$ cat src/design/cbs_pkg.sv
// Package for the conditional branch and skip unit: status flag layout,
// operation codes, request carrier, step sizes and cycle counts.
// Assumes a single core clock; all users refer to names as cbs_pkg::name.
package cbs_pkg;

    // ==========================================================
    // Status flag bit positions
    localparam int FLAG_C = 0;
    localparam int FLAG_Z = 1;
    localparam int FLAG_N = 2;
    localparam int FLAG_V = 3;
    localparam int FLAG_S = 4;
    localparam int FLAG_H = 5;
    localparam int FLAG_T = 6;
    localparam int FLAG_I = 7;

    // ==========================================================
    // Values after reset
    localparam logic [15:0] PC_RESET    = 16'h0000;
    localparam logic [7:0]  FLAGS_RESET = 8'h00;

    // ==========================================================
    // Program counter steps
    localparam logic [1:0] STEP_NEXT     = 2'h1;
    localparam logic [1:0] STEP_SKIP_ONE = 2'h2;
    localparam logic [1:0] STEP_SKIP_TWO = 2'h3;
    localparam logic [1:0] BRANCH_BIAS   = 2'h1;

    // ==========================================================
    // Cycle counts per outcome
    localparam logic [1:0] CYC_PLAIN    = 2'h1;
    localparam logic [1:0] CYC_BR_TAKEN = 2'h2;
    localparam logic [1:0] CYC_SKIP_ONE = 2'h2;
    localparam logic [1:0] CYC_SKIP_TWO = 2'h3;

    // ==========================================================
    // Operation codes
    typedef enum logic [4:0] {
        OP_COMPARE_IMMEDIATE       = 5'h00,
        OP_SKIP_REG_BIT_CLEAR      = 5'h01,
        OP_SKIP_REG_BIT_SET        = 5'h02,
        OP_SKIP_IO_BIT_CLEAR       = 5'h03,
        OP_SKIP_IO_BIT_SET         = 5'h04,
        OP_BRANCH_FLAG_SET         = 5'h05,
        OP_BRANCH_FLAG_CLEAR       = 5'h06,
        OP_BRANCH_EQUAL            = 5'h07,
        OP_BRANCH_NOT_EQUAL        = 5'h08,
        OP_BRANCH_CARRY_SET        = 5'h09,
        OP_BRANCH_CARRY_CLEAR      = 5'h0A,
        OP_BRANCH_SAME_OR_HIGHER   = 5'h0B,
        OP_BRANCH_LOWER            = 5'h0C,
        OP_BRANCH_MINUS            = 5'h0D,
        OP_BRANCH_PLUS             = 5'h0E,
        OP_BRANCH_SIGNED_GE        = 5'h0F,
        OP_BRANCH_SIGNED_LT        = 5'h10,
        OP_BRANCH_HALF_CARRY_SET   = 5'h11,
        OP_BRANCH_HALF_CARRY_CLEAR = 5'h12,
        OP_BRANCH_TRANSFER_SET     = 5'h13,
        OP_BRANCH_TRANSFER_CLEAR   = 5'h14,
        OP_BRANCH_OVERFLOW_SET     = 5'h15,
        OP_BRANCH_OVERFLOW_CLEAR   = 5'h16,
        OP_BRANCH_IRQ_DISABLED     = 5'h17
    } cbs_op_t;

    // ==========================================================
    // Request carrier from the core's decode stage
    typedef struct packed {
        cbs_op_t    op;
        logic [7:0] reg_val;
        logic [7:0] imm;
        logic [2:0] bit_sel;
        logic [7:0] io_val;
        logic [6:0] k;
        logic       next_two_word;
    } cbs_req_t;

endpackage

$ cat src/design/cbs_cond.sv
// Condition evaluator: classifies an operation and says whether its
// skip or branch is taken.
// Assumes operands are stable in the cycle they are evaluated.
`timescale 1ns/1ps
module cbs_cond (
    input  cbs_pkg::cbs_op_t op,
    input  wire logic [7:0]  flags,
    input  wire logic [7:0]  reg_val,
    input  wire logic [7:0]  io_val,
    input  wire logic [2:0]  bit_sel,
    output logic             is_cmp,
    output logic             is_skip,
    output logic             taken
);

    logic reg_bit;
    logic io_bit;
    logic sel_flag;

    assign reg_bit  = reg_val[bit_sel];
    assign io_bit   = io_val[bit_sel];
    assign sel_flag = flags[bit_sel];

    always_comb begin
        is_cmp  = 1'b0;
        is_skip = 1'b0;
        taken   = 1'b0;
        case (op)
            cbs_pkg::OP_COMPARE_IMMEDIATE: begin
                is_cmp = 1'b1;
            end
            cbs_pkg::OP_SKIP_REG_BIT_CLEAR: begin
                is_skip = 1'b1;
                taken   = ~reg_bit;
            end
            cbs_pkg::OP_SKIP_REG_BIT_SET: begin
                is_skip = 1'b1;
                taken   = reg_bit;
            end
            cbs_pkg::OP_SKIP_IO_BIT_CLEAR: begin
                is_skip = 1'b1;
                taken   = ~io_bit;
            end
            cbs_pkg::OP_SKIP_IO_BIT_SET: begin
                is_skip = 1'b1;
                taken   = io_bit;
            end
            cbs_pkg::OP_BRANCH_FLAG_SET:         taken = sel_flag;
            cbs_pkg::OP_BRANCH_FLAG_CLEAR:       taken = ~sel_flag;
            cbs_pkg::OP_BRANCH_EQUAL:            taken = flags[cbs_pkg::FLAG_Z];
            cbs_pkg::OP_BRANCH_NOT_EQUAL:        taken = ~flags[cbs_pkg::FLAG_Z];
            cbs_pkg::OP_BRANCH_CARRY_SET,
            cbs_pkg::OP_BRANCH_LOWER:            taken = flags[cbs_pkg::FLAG_C];
            cbs_pkg::OP_BRANCH_CARRY_CLEAR,
            cbs_pkg::OP_BRANCH_SAME_OR_HIGHER:   taken = ~flags[cbs_pkg::FLAG_C];
            cbs_pkg::OP_BRANCH_MINUS:            taken = flags[cbs_pkg::FLAG_N];
            cbs_pkg::OP_BRANCH_PLUS:             taken = ~flags[cbs_pkg::FLAG_N];
            // Computed from N and V directly, so a stale S bit cannot mislead
            cbs_pkg::OP_BRANCH_SIGNED_GE:
                taken = ~(flags[cbs_pkg::FLAG_N] ^ flags[cbs_pkg::FLAG_V]);
            cbs_pkg::OP_BRANCH_SIGNED_LT:
                taken = flags[cbs_pkg::FLAG_N] ^ flags[cbs_pkg::FLAG_V];
            cbs_pkg::OP_BRANCH_HALF_CARRY_SET:   taken = flags[cbs_pkg::FLAG_H];
            cbs_pkg::OP_BRANCH_HALF_CARRY_CLEAR: taken = ~flags[cbs_pkg::FLAG_H];
            cbs_pkg::OP_BRANCH_TRANSFER_SET:     taken = flags[cbs_pkg::FLAG_T];
            cbs_pkg::OP_BRANCH_TRANSFER_CLEAR:   taken = ~flags[cbs_pkg::FLAG_T];
            cbs_pkg::OP_BRANCH_OVERFLOW_SET:     taken = flags[cbs_pkg::FLAG_V];
            cbs_pkg::OP_BRANCH_OVERFLOW_CLEAR:   taken = ~flags[cbs_pkg::FLAG_V];
            cbs_pkg::OP_BRANCH_IRQ_DISABLED:     taken = ~flags[cbs_pkg::FLAG_I];
            default: begin
                taken = 1'b0;
            end
        endcase
    end

endmodule

$ cat src/design/cbs_unit.sv
// Conditional branch and skip unit: compare-with-immediate, bit-test skips
// and relative conditional branches; owns the program counter and flags.
// Assumes the core drives req/start on sys_clk and holds nothing else
// of the flags; other ALU results arrive through the flag load port.
`timescale 1ns/1ps
module cbs_unit #(
    parameter int PCW = 16
) (
    input  wire logic              sys_clk,
    input  wire logic              sys_rst,
    input  wire logic              start,
    input  cbs_pkg::cbs_req_t      req,
    input  wire logic              flags_wr,
    input  wire logic [7:0]        flags_in,
    output logic [PCW-1:0]         pc,
    output logic [7:0]             status_flags,
    output logic                   busy,
    output logic                   done
);

    // ==========================================================
    // State and registers
    typedef enum logic [1:0] {
        ST_IDLE  = 2'b01,
        ST_STALL = 2'b10
    } cbs_state_t;

    cbs_state_t     state_q, state_d;
    logic [1:0]     stall_q, stall_d;
    logic [PCW-1:0] pc_q, pc_d;
    logic [7:0]     flags_q, flags_d;
    logic           done_q, done_d;

    logic           accept;
    logic           is_cmp;
    logic           is_skip;
    logic           taken;
    logic [1:0]     cycles;
    logic [8:0]     diff9;
    logic [7:0]     res;
    logic [7:0]     rd;
    logic [7:0]     kk;
    logic [PCW-1:0] offset;

    assign accept = start && (state_q == ST_IDLE);
    assign rd     = req.reg_val;
    assign kk     = req.imm;
    assign diff9  = {1'b0, rd} - {1'b0, kk};
    assign res    = diff9[7:0];
    assign offset = PCW'($signed(req.k));

    cbs_cond u_cond (
        .op      (req.op),
        .flags   (flags_q),
        .reg_val (req.reg_val),
        .io_val  (req.io_val),
        .bit_sel (req.bit_sel),
        .is_cmp  (is_cmp),
        .is_skip (is_skip),
        .taken   (taken)
    );

    // ==========================================================
    // Cycle count per outcome
    always_comb begin
        if (!taken || is_cmp) begin
            cycles = cbs_pkg::CYC_PLAIN;
        end else if (!is_skip) begin
            cycles = cbs_pkg::CYC_BR_TAKEN;
        end else if (req.next_two_word) begin
            cycles = cbs_pkg::CYC_SKIP_TWO;
        end else begin
            cycles = cbs_pkg::CYC_SKIP_ONE;
        end
    end

    // ==========================================================
    // Next state, PC and flags
    always_comb begin
        state_d = state_q;
        stall_d = stall_q;
        pc_d    = pc_q;
        flags_d = flags_q;
        done_d  = 1'b0;
        // A compare in the same cycle overrides Z, N, C, V and H of a core flag write; S, T and I come from the write
        if (flags_wr) begin
            flags_d = flags_in;
        end
        case (state_q)
            ST_IDLE: begin
                if (accept) begin
                    if (is_cmp || !taken) begin
                        pc_d = pc_q + PCW'(cbs_pkg::STEP_NEXT);
                    end else if (!is_skip) begin
                        pc_d = pc_q + offset + PCW'(cbs_pkg::BRANCH_BIAS);
                    end else if (req.next_two_word) begin
                        pc_d = pc_q + PCW'(cbs_pkg::STEP_SKIP_TWO);
                    end else begin
                        pc_d = pc_q + PCW'(cbs_pkg::STEP_SKIP_ONE);
                    end
                    if (is_cmp) begin
                        flags_d[cbs_pkg::FLAG_Z] = (res == 8'h00);
                        flags_d[cbs_pkg::FLAG_N] = res[7];
                        flags_d[cbs_pkg::FLAG_C] = diff9[8];
                        flags_d[cbs_pkg::FLAG_V] = (rd[7] & ~kk[7] & ~res[7])
                                                 | (~rd[7] & kk[7] & res[7]);
                        flags_d[cbs_pkg::FLAG_H] = (~rd[3] & kk[3]) | (kk[3] & res[3])
                                                 | (res[3] & ~rd[3]);
                    end
                    if (cycles == cbs_pkg::CYC_PLAIN) begin
                        done_d = 1'b1;
                    end else begin
                        state_d = ST_STALL;
                        stall_d = cycles - 2'h1;
                    end
                end
            end
            ST_STALL: begin
                stall_d = stall_q - 2'h1;
                if (stall_q == 2'h1) begin
                    state_d = ST_IDLE;
                    done_d  = 1'b1;
                end
            end
            default: begin
                state_d = ST_IDLE;
                stall_d = 2'h0;
            end
        endcase
    end

    always_ff @(posedge sys_clk) begin
        if (sys_rst) begin
            state_q <= ST_IDLE;
            stall_q <= 2'h0;
            pc_q    <= PCW'(cbs_pkg::PC_RESET);
            flags_q <= cbs_pkg::FLAGS_RESET;
            done_q  <= 1'b0;
        end else begin
            state_q <= state_d;
            stall_q <= stall_d;
            pc_q    <= pc_d;
            flags_q <= flags_d;
            done_q  <= done_d;
        end
    end

    assign pc           = pc_q;
    assign status_flags = flags_q;
    assign busy         = state_q[1];
    assign done         = done_q;

    // ==========================================================
    // Assertions
    property p_cmp_flags;
        @(posedge sys_clk) disable iff (sys_rst)
        accept && req.op == cbs_pkg::OP_COMPARE_IMMEDIATE |=>
            flags_q[cbs_pkg::FLAG_Z] == ($past(rd) == $past(kk))
            && flags_q[cbs_pkg::FLAG_C] == ($past(kk) > $past(rd)) && done_q;
    endproperty
    a_cmp_flags: assert property (p_cmp_flags) else $error("compare flags wrong");

    property p_skip_reg_clr;
        @(posedge sys_clk) disable iff (sys_rst)
        accept && req.op == cbs_pkg::OP_SKIP_REG_BIT_CLEAR && !req.reg_val[req.bit_sel]
            && !req.next_two_word |=> pc_q == $past(pc_q) + PCW'(2) ##1 done_q;
    endproperty
    a_skip_reg_clr: assert property (p_skip_reg_clr) else $error("reg clear skip wrong");

    property p_skip_reg_set;
        @(posedge sys_clk) disable iff (sys_rst)
        accept && req.op == cbs_pkg::OP_SKIP_REG_BIT_SET && req.reg_val[req.bit_sel]
            && req.next_two_word |=> pc_q == $past(pc_q) + PCW'(3) ##2 done_q;
    endproperty
    a_skip_reg_set: assert property (p_skip_reg_set) else $error("reg set skip wrong");

    property p_skip_io_clr;
        @(posedge sys_clk) disable iff (sys_rst)
        accept && req.op == cbs_pkg::OP_SKIP_IO_BIT_CLEAR && req.io_val[req.bit_sel]
            |=> pc_q == $past(pc_q) + PCW'(1) && done_q;
    endproperty
    a_skip_io_clr: assert property (p_skip_io_clr) else $error("io clear no-skip wrong");

    property p_skip_io_set;
        @(posedge sys_clk) disable iff (sys_rst)
        accept && req.op == cbs_pkg::OP_SKIP_IO_BIT_SET && req.io_val[req.bit_sel]
            && !req.next_two_word |=> busy ##1 done_q && !busy;
    endproperty
    a_skip_io_set: assert property (p_skip_io_set) else $error("io set skip timing wrong");

    property p_branch_taken;
        @(posedge sys_clk) disable iff (sys_rst)
        accept && taken && !is_skip && !is_cmp
            |=> pc_q == $past(pc_q) + PCW'($signed($past(req.k))) + PCW'(1)
                && !done_q ##1 done_q;
    endproperty
    a_branch_taken: assert property (p_branch_taken) else $error("taken branch wrong");

    property p_branch_equal;
        @(posedge sys_clk) disable iff (sys_rst)
        accept && req.op == cbs_pkg::OP_BRANCH_EQUAL && !flags_q[cbs_pkg::FLAG_Z]
            |=> pc_q == $past(pc_q) + PCW'(1) && done_q;
    endproperty
    a_branch_equal: assert property (p_branch_equal) else $error("equal branch wrong");

    property p_signed_lt;
        @(posedge sys_clk) disable iff (sys_rst)
        accept && req.op == cbs_pkg::OP_BRANCH_SIGNED_LT
            && (flags_q[cbs_pkg::FLAG_N] != flags_q[cbs_pkg::FLAG_V]) |=> busy;
    endproperty
    a_signed_lt: assert property (p_signed_lt) else $error("signed lt not taken");

    property p_flags_kept;
        @(posedge sys_clk) disable iff (sys_rst)
        accept && !is_cmp && !flags_wr |=> $stable(flags_q);
    endproperty
    a_flags_kept: assert property (p_flags_kept) else $error("flags changed");

    property p_irq_disabled;
        @(posedge sys_clk) disable iff (sys_rst)
        accept && req.op == cbs_pkg::OP_BRANCH_IRQ_DISABLED && flags_q[cbs_pkg::FLAG_I]
            |=> done_q && !busy;
    endproperty
    a_irq_disabled: assert property (p_irq_disabled) else $error("irq branch wrong");

endmodule

$ cat config.mk
export PLATFORM = sky130hd
export DESIGN_NAME = cbs_unit
export DESIGN_NICKNAME = d
export VERILOG_FILES = /design/src/design/cbs_pkg.sv /design/src/design/cbs_cond.sv /design/src/design/cbs_unit.sv
export SDC_FILE = /design/constraint.sdc
export NUM_CORES = 1
export LEC_CHECK = 0
export BUFFER_PORTS_ARGS = -buffer_cell sky130_fd_sc_hd__clkbuf_2
export CORE_ASPECT_RATIO = 1.75
export CORE_UTILIZATION = 47
export DETAILED_ROUTE_END_ITERATION = 10
export PLACE_DENSITY = 0.68
export SETUP_SLACK_MARGIN = 0.3
export SLEW_MARGIN = 40
export SYNTH_ARGS = -nofsm -noshare
export SYNTH_HDL_FRONTEND = slang
export SYNTH_SLANG_ARGS = --single-unit
$ cat constraint.sdc
create_clock -name sys_clk -period 7.28 [get_ports sys_clk]
set_input_delay 0.364 -clock sys_clk [delete_from_list [all_inputs] [get_ports sys_clk]]
set_output_delay 0.364 -clock sys_clk [all_outputs]
set_load 0.005 [all_outputs]
==> flow_metrics.tcl <==
set metrics [dict create \
    crit_type "primary input to register" \
    dp.cells 603 \
    cts_setup_buffers 0 \
    instances_no_fill 611 \
    synthTopCellsByArea "dfxtp_1 (16%), ha_1 (11%), xnor2_1 (5.2%), o21ai_0 (4.8%), a21oi_1 (4.5%)" \
    cp_top_family "multiplexers" \
    cts_tree "built" \
    status "completed" \
    cts_resized 0 \
    crit_cells 9 \
    antenna_found_initial 0 \
    endpoint_kind "register" \
    grt_max_degree 26 \
    wl_per_cell_um 15.9 \
    placed_area_um2 3890 \
    cellPowerDensity_nw_per_um2 207 \
    rrSetupSlack_ns 4.45 \
    netlist_area_um2 3520 \
    tns_ns 0 \
    numPortBuffers 77 \
    grt_pass1_wl_um 15900 \
    synth.distinct_cells 61 \
    synthTopCellsByCount "nand2_1 (38), nor2_1 (35), o21ai_0 (34), a21oi_1 (32), ha_1 (31)" \
    max_slew.worst_pin.slew_ns 0.763 \
    cp-endpoint "state_q[1]" \
    synth_top_area_share_pct 16.5 \
    synth_nets 555 \
    clock_latency_ns 0.27 \
    clock-sinks 29 \
    cts_hold_buf 0 \
    max_stage_delay_ns 0.52 \
    drc_errors 0 \
    rr_endpoint "pc[15]" \
    num_io_pins 78 \
    core.rowCount 41 \
    area_growth_pct 14.9 \
    critical_path.cell_chain "clkbuf_2 > mux4_2 > mux2i_1 > mux2_1 > a211oi_2 > nand3_2 > a21boi_1 > nor2_1 > o21a_1" \
    ys_seq_area_share_pct 16.5 \
    arrival_ns 3.07 \
    yosys_warnings 0 \
    rsz0062_at_grt "false" \
    hold_path.class "primary input to register" \
    syn-instance-count 469 \
    startpoint "req[16]" \
    clock_path_buffers 2 \
    ys_ff_latch 29 \
    holdWs_ns 0.325 \
    start_util_pct 48.7 \
    setup_violations 0 \
    maxCapViolCount 0 \
    worstPathRequired_ns 7.44 \
    diodes 0 \
    cp_max_fo 25 \
    core_area_um2 7230 \
    cts_buffers 5 \
    fin_util_pct 56.0 \
    finalHoldViolations 0 \
    yosys.area.top_type "dfxtp_1" \
    first_iter_violations 197 \
    dp_hpwl_um 7450 \
    stdcell_area_um2 4050 \
    gp_congestion 0.825 \
    vias 3711 \
    cts_max_level 2 \
    maxSlewViolCount 0 \
    synth_area_per_cell_um2 7.51 \
    reg2reg_from "pc[6]" \
    die_x_um 67.5 \
    ir_drop_mv 0.119 \
    track_usage_pct 26.3 \
    synth_ff_type "dfxtp_1" \
    slew_headroom_pct 49.1 \
    drive_gt1_share_pct 18.3 \
    wl_um 9710 \
    final_nets 611 \
    ant_nets 0 \
    clk_pin_slew_worst_paths_ns 0.05 \
    p_leak_nw 1.75 \
    root_buffer "clkbuf_16" \
    grt_pass1_vias 3547 \
    period_share_pct 39.9 \
    yosysMostFrequentCell "nand2_1" \
    dieArea_um2 7860 \
    viasPerCell 6.07 \
    critPathSlowestCell "mux4_2" \
    ys_async_sr_fraction_pct 0 \
    crit_path_start_kind "primary input" \
    synth_edf_count 0 \
    overflow 0 \
    post-route-min-period_ns 2.91 \
    rr_worst_depth 8 \
    drt_pass1_iterations 5 \
    finClkSkew_ns 0.00281 \
    die_y_um 117 \
    crit_buf_inv 1 \
    clock.fmax_mhz 344 \
]
## per-layer routing
| metal | share of wire, % | global-route usage, % |
|---|---|---|
| met5 | 0 | 0 |
| met4 | 1.9 | 9.65 |
| met3 | 3.8 | 2.73 |
| met2 | 55 | 51.1 |
| met1 | 39 | 27.6 |
## report_power, final
| group | internal, W | leakage (nW) | switching [W] | total (W) |
|---|---|---|---|---|
| registers | 0.000187 | 0.237 | 0.0000497 | 0.000236 |
| logic | 0.000170 | 1.44 | 0.000225 | 0.000395 |
| clock network | 0.000134 | 0.0700 | 0.0000717 | 0.000206 |
| total | 0.000491 | 1.75 | 0.000346 | 0.000837 |
## state kept, by name, indices dropped and copies added (netlist names)
signal,count
done,1
pc,16
stall_q,2
state_q,2
status_flags,8
## area by class of cell
cell class | instances | area (um^2)
fillers | 678 | 3180
multi-input cells | 385 | 2720
flip-flops and latches | 29 | 581
repair buffers | 78 | 397
clock buffers | 7 | 143
well taps | 86 | 108
inverters | 26 | 97.6
## logic make-up (layout without fill, tap and decap cells)
kind of cell,Yosys count,in the layout,synth area share (%)
xor+xnor,30,30,7.46
buf+inv,55,111,6.21
fa+ha+maj,34,34,12.7
simple gates,157,157,22.3
flops,29,29,16.5
mux,23,23,8.81
compound gates,141,141,26.1
## worst min-delay path: cells and delay by family
kind / cells / cell delay [ns]
and+or+nand+nor: 1 / 0.07
buffers and inverters: 1 / 0.07
muxes: 1 / 0.05
## cells in the final DEF (no fill, tap or decap), drive strengths merged, types with 3 or more instances in the layout
cell type	Yosys	routed
mux2	4	4
nand3	23	23
and3	6	6
o2111ai	3	3
and2	6	6
a22oi	3	3
a21oi	32	32
xnor2	21	21
nand2b	4	4
a211oi	10	10
nor2	35	35
fa	3	3
nand4	3	3
o31ai	5	5
nor3	11	11
xor2	9	9
nor2b	13	13
o41ai	3	3
nand2	38	38
a21boi	3	3
nor3b	3	3
inv	26	26
mux2i	13	13
o21bai	4	4
mux4	6	6
dfxtp	29	29
a21o	3	3
a2111oi	3	3
o21ai	36	36
clkbuf	22	84
ha	31	31
a31oi	9	9
nor4	6	6
o211ai	11	11
## worst min path at each step
| stage | start | end | slack [ns] | depth (start not counted) |
|---|---|---|---|---|
| finish | flags_in[7] | status_flags[7] | 0.33 | 3 |
| global route | flags_in[4] | status_flags[4] | 0.34 | 3 |
| CTS | flags_in[4] | status_flags[4] | 0.33 | 3 |
| detailed placement | stall_q[1] | stall_q[1] | 0.45 | 2 |
| global placement | stall_q[1] | stall_q[1] | 0.45 | 2 |
| floorplan | stall_q[1] | stall_q[1] | 0.43 | 2 |
## stage by stage
step	setup WS [ns]	total power [W]
3_3_place_gp	4.13	0.000619
3_5_place_dp	4.08	0.000627
5_1_grt	4.14	0.000899
6_report	4.37	0.000837
4_1_cts	4.36	0.000835
2_1_floorplan	4.68	0.000520
Power figures use the tool's default switching activity.
